==> src/hw/seq_fwd_pkg.sv <==
package seq_fwd_pkg;
    // timing
    localparam int CLK_HZ = 40_000_000;
    localparam int HZ_PER_MHZ = 1_000_000;
    localparam int CYC_PER_US = CLK_HZ / HZ_PER_MHZ;
    localparam int BUS_CYCLE_US = 10;
    localparam int BUS_CYCLE_CYC = BUS_CYCLE_US * CYC_PER_US;
    localparam int DELAY_CNT_W = 22;
    // link widths
    localparam int SEQ_W = 3;
    localparam int DATA_W = 8;
    // device register offsets
    localparam logic [7:0] DEV_CTRL_OFS = 8'h00;
    localparam logic [7:0] DEV_LIMIT_OFS = 8'h04;
    localparam logic [7:0] DEV_DELAY_OFS = 8'h08;
    localparam logic [7:0] DEV_OUT_MTU_OFS = 8'h0C;
    localparam logic [7:0] DEV_STATUS_OFS = 8'h10;
    // device fields and reset values
    localparam int CTRL_PIPE_BIT = 0;
    localparam int STAT_OUTST_LSB = 0;
    localparam int STAT_SEQ_LSB = 4;
    localparam int STAT_ACK_LSB = 8;
    localparam int STAT_ERR_BIT = 12;
    localparam int STAT_OUT_FWD_BIT = 13;
    localparam logic [7:0] LIMIT_RST = 8'h01;
    localparam logic [7:0] LIMIT_MIN = 8'h01;
    localparam logic [7:0] LIMIT_MAX = 8'h07;
    localparam logic [15:0] DELAY_RST = 16'h0000;
    localparam logic [7:0] OUT_MTU_RST = 8'h00;
    // controller register offsets and fields
    localparam logic [7:0] CTL_LAG_OFS = 8'h00;
    localparam logic [7:0] CTL_RXDATA_OFS = 8'h04;
    localparam logic [7:0] CTL_STATUS_OFS = 8'h08;
    localparam int CTL_ERR_BIT = 16;
    localparam int CTL_ACK_LSB = 20;
    localparam logic [15:0] LAG_RST = 16'h0010;
endpackage

==> src/hw/seq_link_if.sv <==
`timescale 1ns/100ps
interface seq_link_if;
    import seq_fwd_pkg::*;
    logic seq_valid;
    logic [DATA_W-1:0] seq_data;
    logic [SEQ_W-1:0] seq_count;
    logic [SEQ_W-1:0] sequence_acknowledge;
    modport dev (
        output seq_valid,
        output seq_data,
        output seq_count,
        input sequence_acknowledge
    );
    modport ctl (
        input seq_valid,
        input seq_data,
        input seq_count,
        output sequence_acknowledge
    );
endinterface

==> src/hw/seq_fwd_device.sv <==
`timescale 1ns/100ps
// Functional notes
// - no pipelining: one sequence, then its ack
// - pipelining: resources take next sequence immediately
// - pipelining: send without waiting previous ack
// - receiver acknowledges every received sequence
// - delivered only after checked ack change
// - input direction: limit and delay registers
// - output pipelining usable once size set
// - limit register accepts 1..7, resets 1
// - software: limit at most 5 or 7
// - wait delay after send before next write
module seq_fwd_device
    import seq_fwd_pkg::*;
#(
    parameter int BUS_CYC = BUS_CYCLE_CYC
) (
    input wire logic clk,
    input wire logic rst,
    input wire logic [7:0] addr,
    input wire logic [31:0] wdata,
    input wire logic wr,
    input wire logic rd,
    output logic [31:0] rdata,
    input wire logic tx_valid,
    input wire logic [DATA_W-1:0] tx_data,
    output logic tx_taken,
    seq_link_if.dev link
);
    // the counters and the limit compare must hold their widest values
    if (BUS_CYC < 4 || BUS_CYC > 65536) begin : g_bad_bus_cyc
        $error("BUS_CYC out of range");
    end
    if (LIMIT_MAX >= (1 << SEQ_W)) begin : g_bad_seq_w
        $error("SEQ_W too narrow for the limit");
    end
    if (DELAY_CNT_W < 16 + $clog2(CYC_PER_US + 1)) begin : g_bad_delay_w
        $error("DELAY_CNT_W too narrow for the delay");
    end

    typedef struct packed {
        logic pipe_en;
        logic [7:0] limit;
        logic [15:0] delay_us;
        logic [7:0] out_mtu;
        logic [15:0] tick_cnt;
        logic [DELAY_CNT_W-1:0] delay_cnt;
        logic [SEQ_W-1:0] outst;
        logic [SEQ_W-1:0] seq_ctr;
        logic [SEQ_W-1:0] ack_seen;
        logic ack_err;
        logic seq_valid;
        logic [DATA_W-1:0] seq_data;
        logic tx_taken;
        logic [31:0] rdata;
    } dev_state_t;

    localparam dev_state_t RST_STATE = '{
        pipe_en: 1'b0,
        limit: LIMIT_RST,
        delay_us: DELAY_RST,
        out_mtu: OUT_MTU_RST,
        tick_cnt: 16'h0000,
        delay_cnt: '0,
        outst: '0,
        seq_ctr: '0,
        ack_seen: '0,
        ack_err: 1'b0,
        seq_valid: 1'b0,
        seq_data: '0,
        tx_taken: 1'b0,
        rdata: 32'h0000_0000
    };

    localparam logic [15:0] TICK_RELOAD = 16'(BUS_CYC - 1);

    dev_state_t q;
    dev_state_t d;

    logic tick;
    logic [SEQ_W-1:0] ack_diff;
    logic [SEQ_W-1:0] limit_eff;
    logic can_send;

    function automatic logic [31:0] status_word(input dev_state_t s);
        logic [31:0] w;
        w = 32'h0000_0000;
        w[STAT_OUTST_LSB +: SEQ_W] = s.outst;
        w[STAT_SEQ_LSB +: SEQ_W] = s.seq_ctr;
        w[STAT_ACK_LSB +: SEQ_W] = s.ack_seen;
        w[STAT_ERR_BIT] = s.ack_err;
        w[STAT_OUT_FWD_BIT] = (s.out_mtu != 8'h00);
        return w;
    endfunction

    always_comb begin
        d = q;
        d.seq_valid = 1'b0;
        d.tx_taken = 1'b0;
        d.rdata = 32'h0000_0000;
        tick = (q.tick_cnt == 16'h0000);
        ack_diff = '0;
        limit_eff = 3'h1;
        can_send = 1'b0;

        // bus cycle pacing
        if (tick) begin
            d.tick_cnt = TICK_RELOAD;
        end else begin
            d.tick_cnt = q.tick_cnt - 16'h0001;
        end
        if (q.delay_cnt != '0) begin
            d.delay_cnt = q.delay_cnt - DELAY_CNT_W'(1);
        end

        // register writes
        if (wr) begin
            case (addr)
                DEV_CTRL_OFS: begin
                    d.pipe_en = wdata[CTRL_PIPE_BIT];
                end
                DEV_LIMIT_OFS: begin
                    if (wdata[7:0] >= LIMIT_MIN &&
                        wdata[7:0] <= LIMIT_MAX) begin
                        d.limit = wdata[7:0];
                    end
                end
                DEV_DELAY_OFS: begin
                    d.delay_us = wdata[15:0];
                end
                DEV_OUT_MTU_OFS: begin
                    d.out_mtu = wdata[7:0];
                end
                DEV_STATUS_OFS: begin
                    if (wdata[STAT_ERR_BIT]) begin
                        d.ack_err = 1'b0;
                    end
                end
                default: begin
                end
            endcase
        end

        // register reads, data in the next cycle
        if (rd) begin
            case (addr)
                DEV_CTRL_OFS: d.rdata = {31'h0, q.pipe_en};
                DEV_LIMIT_OFS: d.rdata = {24'h0, q.limit};
                DEV_DELAY_OFS: d.rdata = {16'h0, q.delay_us};
                DEV_OUT_MTU_OFS: d.rdata = {24'h0, q.out_mtu};
                DEV_STATUS_OFS: d.rdata = status_word(q);
                default: d.rdata = 32'h0000_0000;
            endcase
        end

        // a cumulative ack may retire several sequences at once
        // check changed ack
        if (link.sequence_acknowledge != q.ack_seen) begin
            ack_diff = link.sequence_acknowledge - q.ack_seen;
            if (ack_diff <= q.outst) begin
                d.outst = q.outst - ack_diff;
            end else begin
                // error set wins over a clear in the same cycle
                d.ack_err = 1'b1;
            end
            d.ack_seen = link.sequence_acknowledge;
        end

        if (q.pipe_en) begin
            limit_eff = q.limit[SEQ_W-1:0];
        end

        // delay is only looked at on ticks, so it rounds up to bus cycles
        // stall at limit
        can_send = tick && tx_valid && (q.delay_cnt == '0) &&
                   (d.outst < limit_eff);

        if (can_send) begin
            d.seq_ctr = q.seq_ctr + 3'h1;
            d.seq_data = tx_data;
            d.seq_valid = 1'b1;
            d.tx_taken = 1'b1;
            d.outst = d.outst + 3'h1;
            d.delay_cnt = DELAY_CNT_W'(q.delay_us * CYC_PER_US);
        end
    end

    always_ff @(posedge clk or posedge rst) begin
        if (rst) begin
            q <= RST_STATE;
        end else begin
            q <= d;
        end
    end

    assign rdata = q.rdata;
    assign tx_taken = q.tx_taken;
    assign link.seq_valid = q.seq_valid;
    assign link.seq_data = q.seq_data;
    assign link.seq_count = q.seq_ctr;
endmodule

==> src/flat_wrapper.sv <==
// flat-port wrapper written by rule: the top's interface ports become plain ports
module seq_fwd_device_flat import seq_fwd_pkg::*;
#(
    parameter int BUS_CYC = BUS_CYCLE_CYC
)
  (clk, rst, addr, wdata, wr, rd, rdata, tx_valid, tx_data, tx_taken, link_seq_valid, link_seq_data, link_seq_count, link_sequence_acknowledge);
  seq_link_if link_i ();
  input wire logic clk;
  input wire logic rst;
  input wire logic [7:0] addr;
  input wire logic [31:0] wdata;
  input wire logic wr;
  input wire logic rd;
  output logic [31:0] rdata;
  input wire logic tx_valid;
  input wire logic [DATA_W-1:0] tx_data;
  output logic tx_taken;
  output wire logic [$bits(link_i.seq_valid)-1:0] link_seq_valid;
  output wire logic [$bits(link_i.seq_data)-1:0] link_seq_data;
  output wire logic [$bits(link_i.seq_count)-1:0] link_seq_count;
  input wire logic [$bits(link_i.sequence_acknowledge)-1:0] link_sequence_acknowledge;
  assign link_seq_valid = link_i.seq_valid;
  assign link_seq_data = link_i.seq_data;
  assign link_seq_count = link_i.seq_count;
  assign link_i.sequence_acknowledge = link_sequence_acknowledge;
  seq_fwd_device #(.BUS_CYC(BUS_CYC)) u_core (.clk(clk), .rst(rst), .addr(addr), .wdata(wdata), .wr(wr), .rd(rd), .rdata(rdata), .tx_valid(tx_valid), .tx_data(tx_data), .tx_taken(tx_taken), .link(link_i));
endmodule
==> config.mk <==
export PLATFORM = sky130hd
export DESIGN_NAME = seq_fwd_device_flat
export DESIGN_NICKNAME = d
export VERILOG_FILES = /design/src/hw/seq_fwd_pkg.sv /design/src/hw/seq_link_if.sv /design/src/hw/seq_fwd_device.sv /design/src/flat_wrapper.sv
export SDC_FILE = /design/constraint.sdc
export NUM_CORES = 1
export LEC_CHECK = 0
export ABC_AREA = 1
export BUFFER_PORTS_ARGS = -buffer_cell sky130_fd_sc_hd__buf_2
export CAP_MARGIN = 10
export CORE_MARGIN = 2
export CORE_UTILIZATION = 30
export CTS_BUF_LIST = sky130_fd_sc_hd__clkbuf_16
export DETAILED_ROUTE_END_ITERATION = 16
export SLEW_MARGIN = 20
export SYNTH_ARGS = -nofsm -noshare
export SYNTH_HDL_FRONTEND = slang
export SYNTH_SLANG_ARGS = --single-unit
==> constraint.sdc <==
create_clock -name clk -period 6.3 [get_ports clk]
set_input_delay 1.26 -clock clk [delete_from_list [all_inputs] [get_ports clk]]
set_output_delay 1.26 -clock clk [all_outputs]
set_load 0.05 [all_outputs]
# After elaboration in Yosys (flattened, before gate mapping)
# Index checks and enable logic that the tools add are counted.
[totals]
reg_bits = 123
inputBits = 56
out_inout_bits = 45
word_cells = 58
[classes]
addsub = 6
n_mul = 1
magnitude_cmp = 4
eq_ne = 5
mux = 14
reduce_logical = 14
[op_table]
columns = ["cell", "n"]
rows = [
  ["16-bit case mux with 5 select lines", 1],
  ["32-bit 2-to-1 mux", 1],
  ["28-bit 2-to-1 mux", 1],
  ["22-bit logical NOT", 1],
  ["22-bit 2-to-1 mux", 1],
  ["22-bit nonzero test", 1],
  ["22-bit by 1-bit subtractor with 22-bit output (second input constant)", 1],
  ["16-bit by 3-bit multiplier with 19-bit output (second input constant)", 1],
  ["8-bit by 4-bit equality test with 1-bit output (second input constant)", 2],
  ["16-bit logical NOT", 1],
  ["16-bit 2-to-1 mux", 1],
  ["16-bit by 1-bit subtractor with 16-bit output (second input constant)", 1],
  ["10-bit 2-to-1 mux", 1],
  ["3-bit 2-to-1 mux", 3],
  ["8-bit by 3-bit equality test with 1-bit output (second input constant)", 1],
  ["8-bit by 5-bit equality test with 1-bit output (second input constant)", 1],
  ["8-bit by 1-bit greater-or-equal comparator with 1-bit output (second input constant)", 1],
  ["8-bit by 3-bit less-or-equal comparator with 1-bit output (second input constant)", 1],
  ["8-bit logical NOT", 1],
  ["8-bit nonzero test", 1],
  ["3-bit by 1-bit adder with 3-bit output (second input constant)", 2],
  ["2-bit AND reduction", 3],
  ["3-bit subtractor", 2],
  ["1-bit 2-to-1 mux", 5],
  ["other kinds (6)", 9],
]

# Longest topological paths before layout
[depth]
depth_word = 7
depth_mapped = 25
depth_no_buf = 24

# Least setup slack after synthesis
# Ideal clock, no wire load.
[synth_path]
path_kind = "input -> register"
startpoint = "in link_sequence_acknowledge[0]"
endpoint = "reg u_core.q[72] in the netlist's numbering"
setup_ps = 123
arrival_ps = 3956
path_slack_ps = 2221
stages = 18
path_buffers = 1
cell_sequence = "inv_1 > ha_1 > inv_1 > fa_1 > xor2_1 > ha_1 > a21oi_1 > nand2_2 > nand2_2 > inv_1 > o21ai_0 > inv_1 > ha_1 > nor3_1 > nand2_1 > nor2_4 > buf_6 > a21oi_1"
[synth_via]
elab_chain_len = 7
elab_cells_between_ends = 10
classes_between = "2 x add/sub; 2 x order compare; 1 x eq/ne; 3 x mux; 2 x reduce/logical"
[synth_lines]
columns = ["element", "line_no", "source"]
rows = [
  ["from (decl)", "flat_wrapper.sv:21", "input wire logic [$bits(link_i.sequence_acknowledge)-1:0] link_sequence_acknowledge;"],
  ["3-bit subtractor", "seq_fwd_device.sv:159", "ack_diff = link.sequence_acknowledge - q.ack_seen;"],
  ["3-bit subtractor / 3-bit less-or-equal comparator (equally long branches)", "seq_fwd_device.sv:161, seq_fwd_device.sv:160", ""],
  ["3-bit 2-to-1 mux", "seq_fwd_device.sv:160", "if (ack_diff <= q.outst) begin"],
  ["3-bit 2-to-1 mux (*)", "seq_fwd_device.sv:158", "if (link.sequence_acknowledge != q.ack_seen) begin"],
  ["3-bit < comparator (*)", "seq_fwd_device.sv:176", "(d.outst < limit_eff);"],
  ["1-bit logical AND (*)", "seq_fwd_device.sv:175", "can_send = tick && tx_valid && (q.delay_cnt == '0) &&"],
  ["via u_core.can_send", "seq_fwd_device.sv:83", "logic can_send;"],
  ["28-bit 2-to-1 mux / 2-bit nonzero test (equally long branches)", "n/a", ""],
  ["to (signal assigned)", "seq_fwd_device.sv:190", "q <= RST_STATE;"],
  ["to (signal assigned)", "seq_fwd_device.sv:192", "q <= d;"],
  ["to (decl)", "seq_fwd_device.sv:77", "dev_state_t q;"],
]
# The timed path passes the listed nets; every way through them passes the cells marked *.
# A chain may end at the register's enable or synchronous reset.

# Worst setup path in the final report
[layout_path]
startpoint = "in link_sequence_acknowledge[0]"
endpoint = "reg u_core.q[61] in the netlist's numbering"
[layout_via]
elab_chain_len = 7
elab_cells_between_ends = 10
classes_between = "2 x add/sub; 2 x order compare; 1 x eq/ne; 3 x mux; 2 x reduce/logical"
[layout_lines]
columns = ["element", "line_no"]
rows = [
  ["3-bit subtractor", "seq_fwd_device.sv:159"],
  ["3-bit subtractor / 3-bit less-or-equal comparator (equally long branches)", "seq_fwd_device.sv:161, seq_fwd_device.sv:160"],
  ["3-bit 2-to-1 mux", "seq_fwd_device.sv:160"],
  ["3-bit 2-to-1 mux (*)", "seq_fwd_device.sv:158"],
  ["3-bit < comparator (*)", "seq_fwd_device.sv:176"],
  ["1-bit logical AND (*)", "seq_fwd_device.sv:175"],
  ["28-bit 2-to-1 mux / 2-bit nonzero test (equally long branches)", "n/a"],
]
# Every way passes the cells marked *; elsewhere a longest branch is shown, timed or not.

==> results.toml <==
[sta]
tightest_slew_ns = 0.860
skew_ns = 0.0103
fin_crit_sh_pct = 68.7
slew_headroom_pct = 42.5
hold_violations = 0
max_freq_ghz = 0.231
rsz0062_at_grt = "no"
setup_viol = 0
fin_tns_setup_ns = 0
slew_viol_final = 0
period_minus_slack_ns = 4.33

[clock_network]
tritoncts = "built"
insertion_delay_ns = 0.37
cts_root_buf = "clkbuf_16"
numCtsBuffers = 9
h-tree-depth = 3
clkSinkCount = 106
clk_path_buf_depth = 2
hold_buffers = 0
cts_resized = 0
postCtsSetupBuffers = 0
clk_transition_reported_paths_ns = 0.07

[grt]
antenna_found_initial = 0
grt_max_degree = 62
use_met1_pct = 18.4
grt_pass1_vias = 5148
grt_use_total_pct = 13.6
grt_use_met2_pct = 21.4
grt_pass1_wl_um = 25900
grt_overflow = 0
grt_busiest_layer = "met2"
use_met3_pct = 1.65

[power]
p_leak_nw = 4.00
powerDensity_nw_per_um2 = 238
irDropWorstVdd_mv = 0.109

[placed_design]
portBuffers = 68
dpl.hpwl_um = 12000
gp_congestion = 0.878

[critical_path]
critPathMaxFanout = 17
crit_path_end_kind = "flip-flop"
worstSetupPathType = "in2reg"
required_ns = 6.56
cp-start-kind = "primary input"
critPathArrivalTime_ns = 4.59

[floorplan]
row_count = 55
io_pins = 101
coreArea_um2 = 22400
die_y_um = 155
die_x_um = 155
dieArea_um2 = 23900
start_util_pct = 30.3

[layout]
drive_gt1_share_pct = 14.2
mostFrequentLayoutCells = "214 x nand2_1, 121 x inv_1, 105 x dfrtp_1, 78 x nor2_1, 68 x buf_2"
layout_commonest_cell = "nand2_1"
syn2layout_area_growth_pct = 9.96
fillCellCount = 2415
diodes = 0
layout.nets = 1013
post-route-util_pct = 33.3

[routing]
via_count = 5533
drc = 0
dr.pass1.iters = 5
vias_per_cell = 4.59
drt_iter0_drc = 365
wirelength_um = 15900
wl_per_cell_um = 13.2
ant_nets = 0

[hold_path]
hp-class = "reg2reg"

[synthesis]
synth_area_um2 = 6800
synth_cell_types = 45
avgSynthCellArea_um2 = 7.79
ys_warn_count = 0
synth-edff-count = 0
netlist_instances = 873
synthFlopType = "dfrtp_1"
synth-seq-area-share_pct = 39.0
ys_async_sr_fraction_pct = 100
ys_ff_latch = 106

[job]
drv_cap = 0

[run_status]
status = "finished, final reports clean"
-- kinds of logic (layout without fill, tap and decap cells) --
| logic type | Yosys count | count (layout) | synth area share (%) |
|---|---|---|---|
| AOI/OAI and AO/OA | 91 | 91 | 7.34 |
| buffers and inverters | 179 | 212 | 12.7 |
| adders and majority gates | 41 | 41 | 7.88 |
| DFF | 106 | 106 | 39.0 |
| other | 1 | 16 | 0.0552 |
| muxes | 5 | 5 | 0.828 |
| and+or+nand+nor | 419 | 419 | 28.2 |
| xor gates and xnor gates | 31 | 31 | 3.99 |
-- worst paths after layout --
check | from | endpoint | slack (ns) | cells past startpoint
max | link_sequence_acknowledge[0] | u_core.q[61]$_DFFE_PP0P_ | 1.97 | 20
min | u_core.q[74]$_DFF_PP0_ | u_core.q[74]$_DFF_PP0_ | 0.43 | 1
max reg2reg | u_core.q[43]$_DFFE_PP0N_ | u_core.q[61]$_DFFE_PP0P_ | 2.61 | 18
min reg2reg | u_core.q[74]$_DFF_PP0_ | u_core.q[74]$_DFF_PP0_ | 0.43 | 1
max in group asynchronous | rst | u_core.q[54]$_DFFE_PP0P_ | 4.14 | 3
min in group asynchronous | rst | u_core.q[112]$_DFFE_PP0P_ | 0.97 | 2
-- through the flow --
| stage | hold WS [ns] | instances | power (W) | area (um^2) | setup slack [ns] |
|---|---|---|---|---|---|
| after floorplan | 0.409 | 888 | 0.00113 | 6850 | 2.22 |
| after global placement | 0.425 | 1190 | 0.00120 | 7180 | 1.64 |
| after detailed placement | 0.430 | 1190 | 0.00120 | 7180 | 1.58 |
| after CTS | 0.440 | 1206 | 0.00180 | 7470 | 1.95 |
| after global routing | 0.452 | 1206 | 0.00188 | 7470 | 1.63 |
| final | 0.432 | 1206 | 0.00178 | 7470 | 1.97 |
-- report_power, final --
part / internal (W) / total, W / switching [W]
clock: 0.000310 / 0.000587 / 0.000277
sequential: 0.000704 / 0.000728 / 0.0000247
combinational: 0.000143 / 0.000461 / 0.000318
-- sequential cells by signal (all words and copies together) (netlist names) --
register	count
u_core.link.seq_count	3
u_core.link.seq_data	8
u_core.link.seq_valid	1
u_core.q	78
u_core.rdata	16
-- metal layers --
layer / vias to the layer above / share of wire [%]
met5: - / 0
met4: 0 / 3.5
met3: 27 / 3.0
met2: 123 / 45
met1: 2560 / 49
li1: 2823 / -
-- synth_stat cells, types with 2 or more instances --
library cell    n  share of area (%)
nor2_4          5               0.83
a21oi_1        35                2.6
nand3_2         2               0.29
o21ai_1         2               0.15
xor2_1         21                2.7
nor4_1          4               0.37
nand3b_1        2               0.22
nor3_2          4               0.59
nand3_1        48                3.5
nor2_1         78                4.3
nand2_1       214                 12
or2_2           2               0.18
inv_1         120                6.6
nand2_2         7               0.64
inv_2           6               0.33
mux2_2          5               0.83
a31oi_1         3               0.28
fa_1            3               0.88
buf_4          44                4.9
clkbuf_1        4               0.22
a41oi_1         2               0.26
o22ai_1         5               0.46
nand3_4         2               0.52
nand2_4         2               0.33
xnor2_1        10                1.3
nor3b_1         2               0.22
nand4_1        20                1.8
nor2_2          8               0.74
nor3_1         16                1.2
ha_1           38                7.0
buf_6           3               0.50
a221oi_1        4               0.52
o21ai_0        36                2.7
dfrtp_1       105                 39
-- layout make-up --
cell class | instances | area [um^2] | area share (%)
clock inverters | 7 | 72.6 | 0.971
multi-input cells | 603 | 3340 | 44.7
inverters | 127 | 479 | 6.41
well taps | 285 | 357 | 4.77
clock buffers | 9 | 225 | 3.01
flip-flops and latches | 106 | 2650 | 35.5
repair buffers | 69 | 348 | 4.65
-- worst max-delay path, stage by stage --
cell and delay (ns):
buf_2 0.09, inv_1 0.07, ha_1 0.14, inv_1 0.05, fa_1 0.37, xor2_1 0.17, ha_1 0.32, a21oi_1 0.17
nand2_2 0.10, nand2_2 0.08, inv_1 0.05, o21ai_0 0.24, inv_1 0.10, ha_1 0.25, nor3_1 0.31, nand2_1 0.17
nor2_4 0.39, nand2_1 0.11, nand2_1 0.09, nand2_1 0.05
Power figures use the tool's default switching activity.
